File: src/inc/abu_pkg.sv
// package: register map, field positions and reset values of the break unit
package abu_pkg;
    localparam logic [15:0] WAKE_STATUS_OFS = 16'hfe00;
    localparam logic [15:0] FLAG_CLEAR_OFS = 16'hfe03;
    localparam logic [15:0] ADDR_HIGH_OFS = 16'hfe0c;
    localparam logic [15:0] ADDR_LOW_OFS = 16'hfe0d;
    localparam logic [15:0] STATUS_CTRL_OFS = 16'hfe0e;
    localparam int ENABLE_BIT_POS = 7;
    localparam int ACTIVE_BIT_POS = 6;
    localparam int WAIT_FLAG_POS = 1;
    localparam int CLEAR_EN_POS = 7;
    localparam logic [7:0] BYTE_RESET = 8'h00;
    localparam logic [7:0] READ_IDLE = 8'h00;
    // bus answer states
    typedef enum logic [1:0] {BUS_IDLE, BUS_ANSWER} abu_bus_state_type;
endpackage : abu_pkg

File: src/inc/abu_match_if.sv
// interface: address compare request and result between the unit and its comparator
`timescale 1ns/1ps
interface abu_match_if;
    logic [15:0] busAddr;
    logic [15:0] breakAddr;
    logic fromCpu;
    logic hit;
    modport unit (output busAddr, output breakAddr, output fromCpu, input hit);
    modport cmp (input busAddr, input breakAddr, input fromCpu, output hit);
endinterface : abu_match_if

File: src/design/abu_comparator.sv
// comparator: flags a cpu program address equal to the break address
`timescale 1ns/1ps
module abu_comparator
(
    abu_match_if.cmp m
);
    // only program counter fetches may match, never data traffic
    assign m.hit = m.fromCpu && (m.busAddr == m.breakAddr);
endmodule : abu_comparator

File: src/design/abu_break_unit.sv
// break unit: address breakpoint, break state, wake flag and flag protection
`timescale 1ns/1ps
module abu_break_unit
(
    input wire logic core_clk,
    input wire logic reset,
    input wire logic clkEnable,
    // avalon-mm slave, byte addressed 16-bit space, 8-bit data
    input wire logic [15:0] avsAddress,
    input wire logic avsRead,
    input wire logic avsWrite,
    input wire logic [7:0] avsWriteData,
    output logic [7:0] avsReadData,
    output logic avsWaitRequest,
    // cpu side
    input wire logic [15:0] cpuAddr,
    input wire logic cpuAddrIsPc,
    input wire logic cpuReturnDone,
    input wire logic cpuInWait,
    input wire logic cpuInStop,
    input wire logic testVoltage,
    output logic breakRequest,
    output logic breakActive,
    output logic timerStop,
    output logic watchdogHold,
    output logic stopWake,
    output logic statusClearAllow
);
    ////////////////////////////////////////////////////////////////////////
    // register state
    logic [7:0] addrHigh_r;
    logic [7:0] addrLow_r;
    logic enable_r;
    logic active_r;
    logic waitFlag_r;
    logic clearEn_r;
    logic inBreak_r;
    abu_pkg::abu_bus_state_type busState_r;
    abu_pkg::abu_bus_state_type busState_nxt;
    logic addrHit;

    abu_match_if match ();
    assign match.busAddr = cpuAddr;
    assign match.breakAddr = {addrHigh_r, addrLow_r};
    assign match.fromCpu = cpuAddrIsPc;
    assign addrHit = match.hit;

    abu_comparator cmpInst
    (
        .m(match.cmp)
    );

    ////////////////////////////////////////////////////////////////////////
    // bus decode: request taken in idle, answered one cycle later
    wire accept = (busState_r == abu_pkg::BUS_IDLE) && (avsRead || avsWrite);
    // writes land on the answering edge, where the master still holds them
    wire answering = busState_r == abu_pkg::BUS_ANSWER;
    wire wrEn = answering && avsWrite;
    wire rdEn = accept && avsRead;
    wire selWake = avsAddress == abu_pkg::WAKE_STATUS_OFS;
    wire selClr = avsAddress == abu_pkg::FLAG_CLEAR_OFS;
    wire selHigh = avsAddress == abu_pkg::ADDR_HIGH_OFS;
    wire selLow = avsAddress == abu_pkg::ADDR_LOW_OFS;
    wire selCtrl = avsAddress == abu_pkg::STATUS_CTRL_OFS;
    wire wrHigh = wrEn && selHigh;
    wire wrLow = wrEn && selLow;
    wire wrCtrl = wrEn && selCtrl;
    wire wrWake = wrEn && selWake;
    wire wrClr = wrEn && selClr;
    wire dataEnable = avsWriteData[abu_pkg::ENABLE_BIT_POS];
    wire dataActive = avsWriteData[abu_pkg::ACTIVE_BIT_POS];
    wire dataWait = avsWriteData[abu_pkg::WAIT_FLAG_POS];

    // match breaks need enable; software breaks do not
    wire matchBreak = enable_r && addrHit;
    wire softBreak = wrCtrl && dataActive;
    wire breakEvent = matchBreak || softBreak;
    // a break that lands while asleep marks the wake
    wire wakeEvent = breakEvent && (cpuInWait || cpuInStop);

    // unmapped addresses read zero and ignore writes
    wire [7:0] ctrlRead = {enable_r, active_r, 6'h00};
    wire [7:0] wakeRead = {6'h00, waitFlag_r, 1'b0};
    wire [7:0] clrRead = {clearEn_r, 7'h00};
    wire [7:0] readMux = selHigh ? addrHigh_r :
                         selLow ? addrLow_r :
                         selCtrl ? ctrlRead :
                         selWake ? wakeRead :
                         selClr ? clrRead : abu_pkg::READ_IDLE;

    always_comb
    begin
        busState_nxt = busState_r;
        case (busState_r)
            abu_pkg::BUS_IDLE:
                if (avsRead || avsWrite)
                    busState_nxt = abu_pkg::BUS_ANSWER;
            abu_pkg::BUS_ANSWER:
                busState_nxt = abu_pkg::BUS_IDLE;
            default:
                busState_nxt = abu_pkg::BUS_IDLE;
        endcase
    end

    ////////////////////////////////////////////////////////////////////////
    // bus handshake; registers answer even in the break state
    always_ff @(posedge core_clk)
    begin
        if (reset)
        begin
            busState_r <= abu_pkg::BUS_IDLE;
            avsWaitRequest <= 1'b1;
            avsReadData <= abu_pkg::READ_IDLE;
        end
        else if (clkEnable)
        begin
            busState_r <= busState_nxt;
            avsWaitRequest <= !accept; // low exactly one cycle after taking
            if (rdEn)
                avsReadData <= readMux;
        end
    end

    // break address bytes
    always_ff @(posedge core_clk)
    begin
        if (reset)
        begin
            addrHigh_r <= abu_pkg::BYTE_RESET;
            addrLow_r <= abu_pkg::BYTE_RESET;
        end
        else if (clkEnable)
        begin
            if (wrHigh)
                addrHigh_r <= avsWriteData;
            if (wrLow)
                addrLow_r <= avsWriteData;
        end
    end

    // control bits; a hardware set wins over a same-cycle clear
    always_ff @(posedge core_clk)
    begin
        if (reset)
        begin
            enable_r <= 1'b0;
            active_r <= 1'b0;
            waitFlag_r <= 1'b0;
            clearEn_r <= 1'b0;
        end
        else if (clkEnable)
        begin
            if (wrCtrl)
                enable_r <= dataEnable;
            if (matchBreak || softBreak)
                active_r <= 1'b1;
            else if (wrCtrl && !dataActive)
                active_r <= 1'b0;
            if (wakeEvent)
                waitFlag_r <= 1'b1;
            else if (wrWake && !dataWait)
                waitFlag_r <= 1'b0;
            if (wrClr)
                clearEn_r <= avsWriteData[abu_pkg::CLEAR_EN_POS];
        end
    end

    ////////////////////////////////////////////////////////////////////////
    // break state: entered on request, left when the cpu returns
    always_ff @(posedge core_clk)
    begin
        if (reset)
            inBreak_r <= 1'b0;
        else if (clkEnable)
        begin
            if (breakEvent)
                inBreak_r <= 1'b1;
            else if (cpuReturnDone)
                inBreak_r <= 1'b0;
        end
    end

    // outputs registered; request is one cycle so the cpu samples it at
    // its own instruction boundary
    always_ff @(posedge core_clk)
    begin
        if (reset)
        begin
            breakRequest <= 1'b0;
            breakActive <= 1'b0;
            timerStop <= 1'b0;
            watchdogHold <= 1'b0;
            stopWake <= 1'b0;
            statusClearAllow <= 1'b1;
        end
        else if (clkEnable)
        begin
            breakRequest <= breakEvent;
            breakActive <= inBreak_r || breakEvent;
            timerStop <= inBreak_r || breakEvent;
            // watchdog only held off under the test voltage
            watchdogHold <= (inBreak_r || breakEvent) && testVoltage;
            stopWake <= breakEvent && cpuInStop;
            // outside a break status flags clear normally
            statusClearAllow <= !(inBreak_r || breakEvent) || clearEn_r;
        end
    end

    ////////////////////////////////////////////////////////////////////////
    // checks
    a_match_request: assert property (@(posedge core_clk) disable iff (reset)
        clkEnable && enable_r && cpuAddrIsPc
        && cpuAddr == {addrHigh_r, addrLow_r} |=> breakRequest)
        else $error("address match did not raise break request");
    a_data_no_match: assert property (@(posedge core_clk) disable iff (reset)
        clkEnable && !cpuAddrIsPc && !softBreak |=> !breakRequest)
        else $error("non program address raised a break");
    a_soft_break: assert property (@(posedge core_clk) disable iff (reset)
        clkEnable && answering && avsWrite && selCtrl && avsWriteData[6]
        |=> breakRequest && active_r)
        else $error("software break write had no effect");
    a_active_set: assert property (@(posedge core_clk) disable iff (reset)
        clkEnable && matchBreak |=> active_r)
        else $error("active bit not set on match");
    a_disabled_gate: assert property (@(posedge core_clk) disable iff (reset)
        clkEnable && !enable_r && !softBreak |=> !breakRequest)
        else $error("break raised while disabled");
    a_timer_stop: assert property (@(posedge core_clk) disable iff (reset)
        clkEnable && inBreak_r |=> timerStop)
        else $error("timers not stopped during break");
    a_watchdog_hold: assert property (@(posedge core_clk) disable iff (reset)
        watchdogHold |-> $past(testVoltage))
        else $error("watchdog held without test voltage");
    a_wait_flag: assert property (@(posedge core_clk) disable iff (reset)
        clkEnable && breakEvent && cpuInWait |=> waitFlag_r)
        else $error("wait flag not set on wake");
    a_flag_protect: assert property (@(posedge core_clk) disable iff (reset)
        clkEnable && inBreak_r && !clearEn_r |=> !statusClearAllow)
        else $error("status clear allowed while protected");
    a_bus_answer: assert property (@(posedge core_clk) disable iff (reset)
        clkEnable && accept |=> !avsWaitRequest)
        else $error("bus access not answered");

    ////////////////////////////////////////////////////////////////////////
    // further checks; some, such as the stop and wait mode paths, are reached only once by the scenarios

    // a break taken in stop mode has to wake the device
    a_stop_wake: assert property (@(posedge core_clk) disable iff (reset)
        clkEnable && breakEvent && cpuInStop |=> stopWake)
        else $error("break in stop mode did not wake");

    // leaving stop through a break is recorded in the wait flag
    a_stop_flag: assert property (@(posedge core_clk) disable iff (reset)
        clkEnable && breakEvent && cpuInStop |=> waitFlag_r)
        else $error("wait flag not set on stop wake");

    // matching goes on while the cpu waits
    a_wait_compare: assert property (@(posedge core_clk) disable iff (reset)
        clkEnable && matchBreak && cpuInWait |=> breakRequest)
        else $error("match in wait mode raised no break");

    // write of zero clears the active bit unless a match lands with it
    a_active_clear: assert property (@(posedge core_clk) disable iff (reset)
        clkEnable && wrCtrl && !dataActive && !breakEvent
        |=> !active_r)
        else $error("active bit not cleared by write of zero");

    // enable bit follows the written value
    a_enable_write: assert property (@(posedge core_clk) disable iff (reset)
        clkEnable && wrCtrl |=> enable_r == $past(dataEnable))
        else $error("enable bit did not take the written value");

    // break address bytes take the written value
    a_high_write: assert property (@(posedge core_clk) disable iff (reset)
        clkEnable && wrHigh |=> addrHigh_r == $past(avsWriteData))
        else $error("break address high byte not written");

    a_low_write: assert property (@(posedge core_clk) disable iff (reset)
        clkEnable && wrLow |=> addrLow_r == $past(avsWriteData))
        else $error("break address low byte not written");

    // write of zero clears the wait flag unless a wake lands with it
    a_wait_clear: assert property (@(posedge core_clk) disable iff (reset)
        clkEnable && wrWake && !dataWait && !wakeEvent
        |=> !waitFlag_r)
        else $error("wait flag not cleared by write of zero");

    // outside a break other status flags stay clearable
    a_clear_free: assert property (@(posedge core_clk) disable iff (reset)
        clkEnable && !inBreak_r && !breakEvent
        |=> statusClearAllow)
        else $error("status clear blocked outside a break");

    // the flag clear enable lifts the protection
    a_clear_enabled: assert property (@(posedge core_clk) disable iff (reset)
        clkEnable && clearEn_r |=> statusClearAllow)
        else $error("status clear blocked with clear enable set");

    // the cpu return ends the break state
    a_break_end: assert property (@(posedge core_clk) disable iff (reset)
        clkEnable && cpuReturnDone && !breakEvent |=> !inBreak_r)
        else $error("break state outlived the return");

    // read data is the addressed register, sampled when taken
    a_read_answer: assert property (@(posedge core_clk) disable iff (reset)
        clkEnable && rdEn |=> avsReadData == $past(readMux))
        else $error("read data differs from addressed register");

    // waitrequest drops for a single cycle per access
    a_wait_single: assert property (@(posedge core_clk) disable iff (reset)
        clkEnable && !avsWaitRequest |=> avsWaitRequest)
        else $error("waitrequest low for more than one cycle");

    // timers run again once the break is over
    a_timer_release: assert property (@(posedge core_clk) disable iff (reset)
        clkEnable && !inBreak_r && !breakEvent |=> !timerStop)
        else $error("timers held outside a break");

    // with the test voltage present the watchdog is held in a break
    a_watchdog_on: assert property (@(posedge core_clk) disable iff (reset)
        clkEnable && inBreak_r && testVoltage |=> watchdogHold)
        else $error("watchdog not held during break");

    // software breaks do not depend on the enable bit
    a_soft_disabled: assert property (@(posedge core_clk) disable iff (reset)
        clkEnable && softBreak && !enable_r |=> breakRequest)
        else $error("software break lost while disabled");

    // data traffic never reaches the comparator result
    a_data_hit: assert property (@(posedge core_clk) disable iff (reset)
        !cpuAddrIsPc |-> !addrHit)
        else $error("comparator hit on a data address");

    // a low clock enable freezes state and outputs; the bus is held too
    a_freeze_state: assert property (@(posedge core_clk) disable iff (reset)
        !clkEnable |=> $stable(active_r) && $stable(inBreak_r)
        && $stable(breakRequest) && $stable(avsWaitRequest))
        else $error("state moved while clock enable was low");
endmodule : abu_break_unit

File: config.mk
export PLATFORM = sky130hd
export DESIGN_NAME = abu_break_unit
export DESIGN_NICKNAME = d
export VERILOG_FILES = /design/src/inc/abu_pkg.sv /design/src/inc/abu_match_if.sv /design/src/design/abu_comparator.sv /design/src/design/abu_break_unit.sv
export SDC_FILE = /design/constraint.sdc
export NUM_CORES = 1
export LEC_CHECK = 0
export BUFFER_PORTS_ARGS = -buffer_cell sky130_fd_sc_hd__buf_2
export CORE_UTILIZATION = 49
export DETAILED_ROUTE_END_ITERATION = 16
export GPL_TIMING_DRIVEN = 0
export MAX_ROUTING_LAYER = met4
export PLACE_DENSITY = 0.79
export SYNTH_ARGS = -nofsm -noshare
export SYNTH_HDL_FRONTEND = slang
export SYNTH_SLANG_ARGS = --single-unit
File: constraint.sdc
create_clock -name core_clk -period 2.8 [get_ports core_clk]
set_clock_uncertainty 0.15 [all_clocks]
set_input_delay 0.42 -clock core_clk [delete_from_list [all_inputs] [get_ports core_clk]]
set_output_delay 0.42 -clock core_clk [all_outputs]
set_load 0.03 [all_outputs]
==> results of run 1 <==
worst max-delay path, delay by kind of cell:
kind	cells	cell delay (ns)
simple gates	3	1.51
buf+inv	1	0.09
compound gates	1	0.36
worst paths after layout:
path	from	to	cells past startpoint
worst max-delay path	avsAddress[5]	statusClearAllow	5
worst min-delay path	avsWriteData[3]	addrLow_r[3]	3
worst max register to register	busState_r[0]	statusClearAllow	4
worst min register to register	avsReadData[6]	avsReadData[6]	2
Yosys cell counts, types with 2 or more instances:
cell type  count  share of area [%]
a21oi_1        6                1.7
a22oi_1        5                2.1
a311oi_1       3                1.5
a31oi_1        3                1.0
clkbuf_1       9                1.9
dfxtp_1       36                 40
inv_1          4               0.83
mux2_2         5                3.1
mux2i_1       17                9.4
nand2_1       18                3.7
nand3_1        5                1.4
nand4_1        6                2.1
nor2_1        26                5.4
nor2b_1        3                1.0
nor3_1         4                1.1
o21ai_0        5                1.4
or3_1          2               0.69
or4_4          2                1.2
xnor2_1       15                7.3
layout make-up:
| class | instances | share of cell area [%] |
|---|---|---|
| Timing Repair Buffer | 60 | 13.30 |
| Multi-Input combinational cell | 149 | 45.01 |
| Buffer | 12 | 2.550 |
| Tap cell | 46 | 2.550 |
| Clock buffer | 8 | 3.991 |
| Sequential cell | 36 | 31.93 |
| Inverter | 4 | 0.6652 |
logic make-up (layout without fill, tap and decap cells):
| family | Yosys count | in the layout |
|---|---|---|
| AO/OA/AOI/OAI | 33 | 33 |
| XOR/XNOR | 16 | 16 |
| buffers and inverters | 16 | 84 |
| flip-flops | 36 | 36 |
| multiplexers | 22 | 22 |
| AND/OR/NAND/NOR | 78 | 78 |
per-stage QoR:
| step | worst slack (ns) | power [mW] | cell area [um^2] | std cells |
|---|---|---|---|---|
| after floorplan | 0.5364 | 0.5730 | 1809 | 201 |
| after global placement | 0.2269 | 0.6225 | 2167 | 307 |
| after detailed placement | 0.1617 | 0.6249 | 2167 | 307 |
| after CTS | 0.4744 | 0.9860 | 2257 | 315 |
| after global routing | 0.3044 | 1.029 | 2257 | 315 |
| final | 0.4302 | 0.9869 | 2257 | 315 |
where the power goes:
group	leakage, nW	switching (mW)	internal, mW
Clock	0.0455	0.172	0.201
Sequential	0.290	0.00122	0.514
Combinational	0.508	0.0563	0.0433
Total	0.844	0.229	0.758
routing by layer:
metal | up-vias | wire [um] | global-route usage, %
met5 | - | 0 | -
met4 | 0 | 55 | 10.47
met3 | 6 | 199 | 5.109
met2 | 62 | 2182 | 40.08
met1 | 825 | 2090 | 31.00
li1 | 858 | - | -
==> run metrics, run 1 <==
status completed; r2r setup slk 0.93 ns; total grt overflow 0; Fin Setup TNS 0 ns; Post-Route WL 4528 um; ant diodes 0; worst-path maximum fanout 7; commonest non-fill, non-tap cell in the layout buf_2; post-synthesis simple-gate area fraction 22.61%; Final #Nets 318; Detailed Routing Iterations Pass 1 4; critical path type in -> reg; #FFs+latches synth 36; mux cell area share after synthesis 12.52%; post-synth net total 251; area of the multi-input gates 0.001016 mm^2; post-synthesis xor/xnor area fraction 7.746%; CORE AREA 0.003442 mm^2; CP Data Required Time 2.82 ns; FFs w/ async S/R, synth 0%; Seq/Total Area, Yosys 39.83%; main combinational cell family by area after synthesis simple AND/OR/NAND/NOR gates; Yosys cell types 46; Post-synth EDFFs 0; leading registers by flop count addrHigh_r: 8 flops, addrLow_r: 8 flops, avsReadData: 8 flops; Final Max Slew Viols 0; PostCTS Resize Cnt 0; half-perimeter wire length after placement 3424 um; DIE AREA 0.003939 mm^2; Port Buf Inserts 60; clock-pin slew on the worst setup and hold paths 0.07 ns; Worst EP arrival 2.39 ns; Ports 65; First DRT Iteration DRCs 95; DRC violations left 0; total global-route track usage 25.21%; CTS sink count 36; RSZ-0062 raised after global routing no; pin count of the biggest net entering global routing 11; Crit. End Element register; max cap viols 0; Post-synth top flop dfxtp_1; Syn Inst Count 201; clock tree buffer depth 2; Min Hold Slack 0.2441 ns; first-pass GRT wire length 7624 um; Filler cells 308; PD cells 437.2 mW/mm^2; Avg WL per Cell 14.37 um; clock latency reported for the late side of the worst-skew pair 0.28 ns; Synth-to-Final Area Change 24.76%; # hold bufs at CTS 0; crit path time final 2.370 ns; max frequency 0.4220 GHz; Worst slew margin 57.90%; CTS tree done; number of global-route vias before repair 1668; final hold viol count 0; clk root buf clkbuf_8; CTS buffer count 5; CP peak stage delay 0.56 ns; die width 62.77 um; Via Count 1751; worst-path cell chain buf_2, or4_4, nor4_2, nand3_1, a311o_1; Initial Util 52.56%; Crit-path slowest cell nor4_2; post-DR vias/cell 5.559; post-synthesis adder-cell area fraction 0%; Routability Congestion 0.8184; yosys warns 0; Post-DRT Antenna Nets 0; post-synthesis cell area 0.001809 mm^2; Synth Area in Compound Gates 13.28%; Die Y 62.77 um; FP Rows 21; layout cell share with drive strength beyond 1 29.74%; H-tree Lvls 2; Final Util 65.58%; register area 720.7 um^2; commonest non-fill, non-tap cells in the layout buf_2 (61), dfxtp_1 (36), nor2_1 (26); Least-Margin Pin Slew 0.6263 ns; Post-Syn Area per Cell 9.001 um^2; Pleak 0.8439 nW; crit share post-route 84.64%; CP startpoint kind input port; # Post-CTS Setup Buffers 0; HP Class in -> reg; worst vdd ir 363.2 uV; final setup fails 0; initial antenna violation count 0
Note: power is estimated with default switching activity, not from simulation.
==> inputs of run 2 (changes only) <==
--- a/config.mk
+++ b/config.mk
@@ -6,11 +6,11 @@
 export NUM_CORES = 1
 export LEC_CHECK = 0
 export BUFFER_PORTS_ARGS = -buffer_cell sky130_fd_sc_hd__buf_2
-export CORE_UTILIZATION = 49
+export CORE_UTILIZATION = 44
 export DETAILED_ROUTE_END_ITERATION = 16
 export GPL_TIMING_DRIVEN = 0
 export MAX_ROUTING_LAYER = met4
-export PLACE_DENSITY = 0.79
+export PLACE_DENSITY = 0.75
 export SYNTH_ARGS = -nofsm -noshare
 export SYNTH_HDL_FRONTEND = slang
 export SYNTH_SLANG_ARGS = --single-unit
==> constraint.sdc (replaced) <==
create_clock -name core_clk -period 2.1 [get_ports core_clk]
set_clock_uncertainty 0.15 [all_clocks]
set_input_delay 0.315 -clock core_clk [delete_from_list [all_inputs] [get_ports core_clk]]
set_output_delay 0.315 -clock core_clk [all_outputs]
set_load 0.03 [all_outputs]
==> run metrics, run 2 (synthesis gave the netlist of run 1 again) <==
CTS tree done; DRC violations left 0 (unchanged); initial antenna violation count 0 (unchanged); Fin Setup TNS 0 ns (unchanged); Least-Margin Pin Slew 0.5659 ns (-0.06037 ns); CTS buffer count 5 (unchanged); Sw Ratio 25.96% (+2.8 points); Die Y 66.13 um (+5.4%); worst vdd ir 464.6 uV (+28%); clk root buf clkbuf_8; FF-to-FF path depth 5 (+1); CP Data Required Time 2.11 ns (-0.71 ns); Filler cells 354 (+15%); pin count of the biggest net entering global routing 13 (+2); commonest non-fill, non-tap cell in the layout buf_2; number of global-route vias before repair 1592 (-4.6%); CP startpoint kind input port; Worst slew margin 62.27% (+4.4 points); Via Count 1753 (+0.11%); CORE AREA 0.003799 mm^2 (+10%); crit path time final 2.042 ns; Setup WS pre-CTS -0.4089 ns (-0.5706 ns); status completed; final hold viol count 0 (unchanged); H-tree Lvls 2 (unchanged); first-pass GRT wire length 7065 um (-7.3%); DIE AREA 0.004373 mm^2 (+11%); Initial Util 47.63% (-4.9 points); Synth-to-Final Area Change 26.49%; Ports 65 (unchanged); NetSw 0.3414 mW (+49%); max frequency 0.4898 GHz; Crit. End Element register; clock group share of total power 37.6% (about the same); clock-pin slew on the worst setup and hold paths 0.07 ns (about the same); Metal-1 WL 2031 um (-2.8%); setup ws final 0.05822 ns (-0.3720 ns); DR WL met2 2188 um (+0.27%); Worst EP arrival 2.05 ns (-0.34 ns); DR WL met3 234 um (+18%); Final Instance Count excl. Fillers 317 (+0.63%); Final #Nets 318 (unchanged); Post-DRT Antenna Nets 0 (unchanged); max cap viols 0 (unchanged); post-DR vias/cell 5.530 (-0.52%); half-perimeter wire length after placement 3426 um (about the same); ant diodes 0 (unchanged); Port Buf Inserts 60 (unchanged); layout cell share with drive strength beyond 1 30.86% (+1.1 points); Seq pwr share 52.2% (about the same); Avg WL per Cell 14.24 um (-0.92%); P_int 0.9738 mW (+29%); clock tree buffer depth 2 (unchanged); # hold bufs at CTS 0 (unchanged); clock latency reported for the late side of the worst-skew pair 0.30 ns (+0.02 ns); total grt overflow 0 (unchanged); die width 66.13 um (+5.4%); Comb pwr share 10.2% (about the same); Hold Path Depth 3 (unchanged); FP Rows 22 (+4.8%); final setup fails 0 (unchanged); commonest non-fill, non-tap cells in the layout buf_2 (61), dfxtp_1 (36), nor2_1 (26); Pleak 0.8689 nW (+3.0%); RSZ-0062 raised after global routing no; # Post-CTS Setup Buffers 0 (unchanged); Detailed Routing Iterations Pass 1 4 (unchanged); CTS sink count 36 (unchanged); placed insts 309 (+0.65%); PD cells 574.7 mW/mm^2 (+31%); leading registers by flop count addrHigh_r: 8 flops, addrLow_r: 8 flops, avsReadData: 8 flops; HP Class in -> reg; First DRT Iteration DRCs 105 (+11%); Post-Route WL 4515 um (-0.29%); Final Max Slew Viols 0 (unchanged); Routability Congestion 0.8427 (+3.0%); total global-route track usage 22.24% (-3.0 points); worst-path maximum fanout 4 (-3); top sig layer met4; critical path type in -> reg; crit share post-route 97.23%
## run 2: final cells by class
| type | instances | area [um^2] | area share [%] |
|---|---|---|---|
| multi-input combinational | 149 | 1047 | 45.76 |
| sequential | 36 | 720.7 | 31.49 |
| timing repair buffer | 60 | 300.3 | 13.12 |
| clock buffer | 5 | 68.82 | 3.007 |
| tap | 48 | 60.06 | 2.624 |
| buffer | 12 | 57.56 | 2.515 |
| clock inverter | 3 | 18.77 | 0.8201 |
| inverter | 4 | 15.01 | 0.6561 |
## run 2: per-stage QoR
stage          utilization, %  instance area (um^2)  power, mW  hold WS, ns
6_report                60.24                  2288      1.315       0.1179
2_1_floorplan               -                  1809     0.7640       0.2959
3_3_place_gp            57.11                  2170     0.8314       0.2902
3_5_place_dp            57.11                  2170     0.8332       0.3005
4_1_cts                 59.65                  2266      1.313       0.1181
5_1_grt                 60.24                  2288      1.355       0.1408
## run 2: path summary, 6_finish.rpt
check	end	start	slack (ns)
max reg2reg	addrHigh_r[5]	busState_r[0]	0.29
max	waitFlag_r	avsAddress[5]	0.06
min reg2reg	avsReadData[6]	avsReadData[6]	0.30
min	addrLow_r[2]	avsWriteData[2]	0.12
## run 2: power groups by stage
stage                     Combinational, mW  Sequential [mW]  Clock, mW
after floorplan                      0.0591            0.705          0
after global placement                0.129            0.702          0
after detailed placement              0.131            0.703          0
after CTS                             0.132            0.687      0.495
after global routing                  0.146            0.687      0.523
final                                 0.134            0.687      0.495
## run 2: worst max-delay path: stages
cell	delay [ns]
buf_2	0.10
or4_4	0.56
or4_4	0.55
o41ai_4	0.24
nor3b_2	0.21
a311oi_1	0.07
## run 2: per-layer routing
layer / GRT usage, % / vias to the layer above
li1: - / 861
met1: 26.80 / 837
met2: 36.48 / 50
met3: 5.862 / 5
met4: 6.383 / 0
met5: - / -
## run 2: timing repair
item,CTS,global route
gates resized for setup,1,3
setup endpoints to repair,12,8
pin swaps,0,4
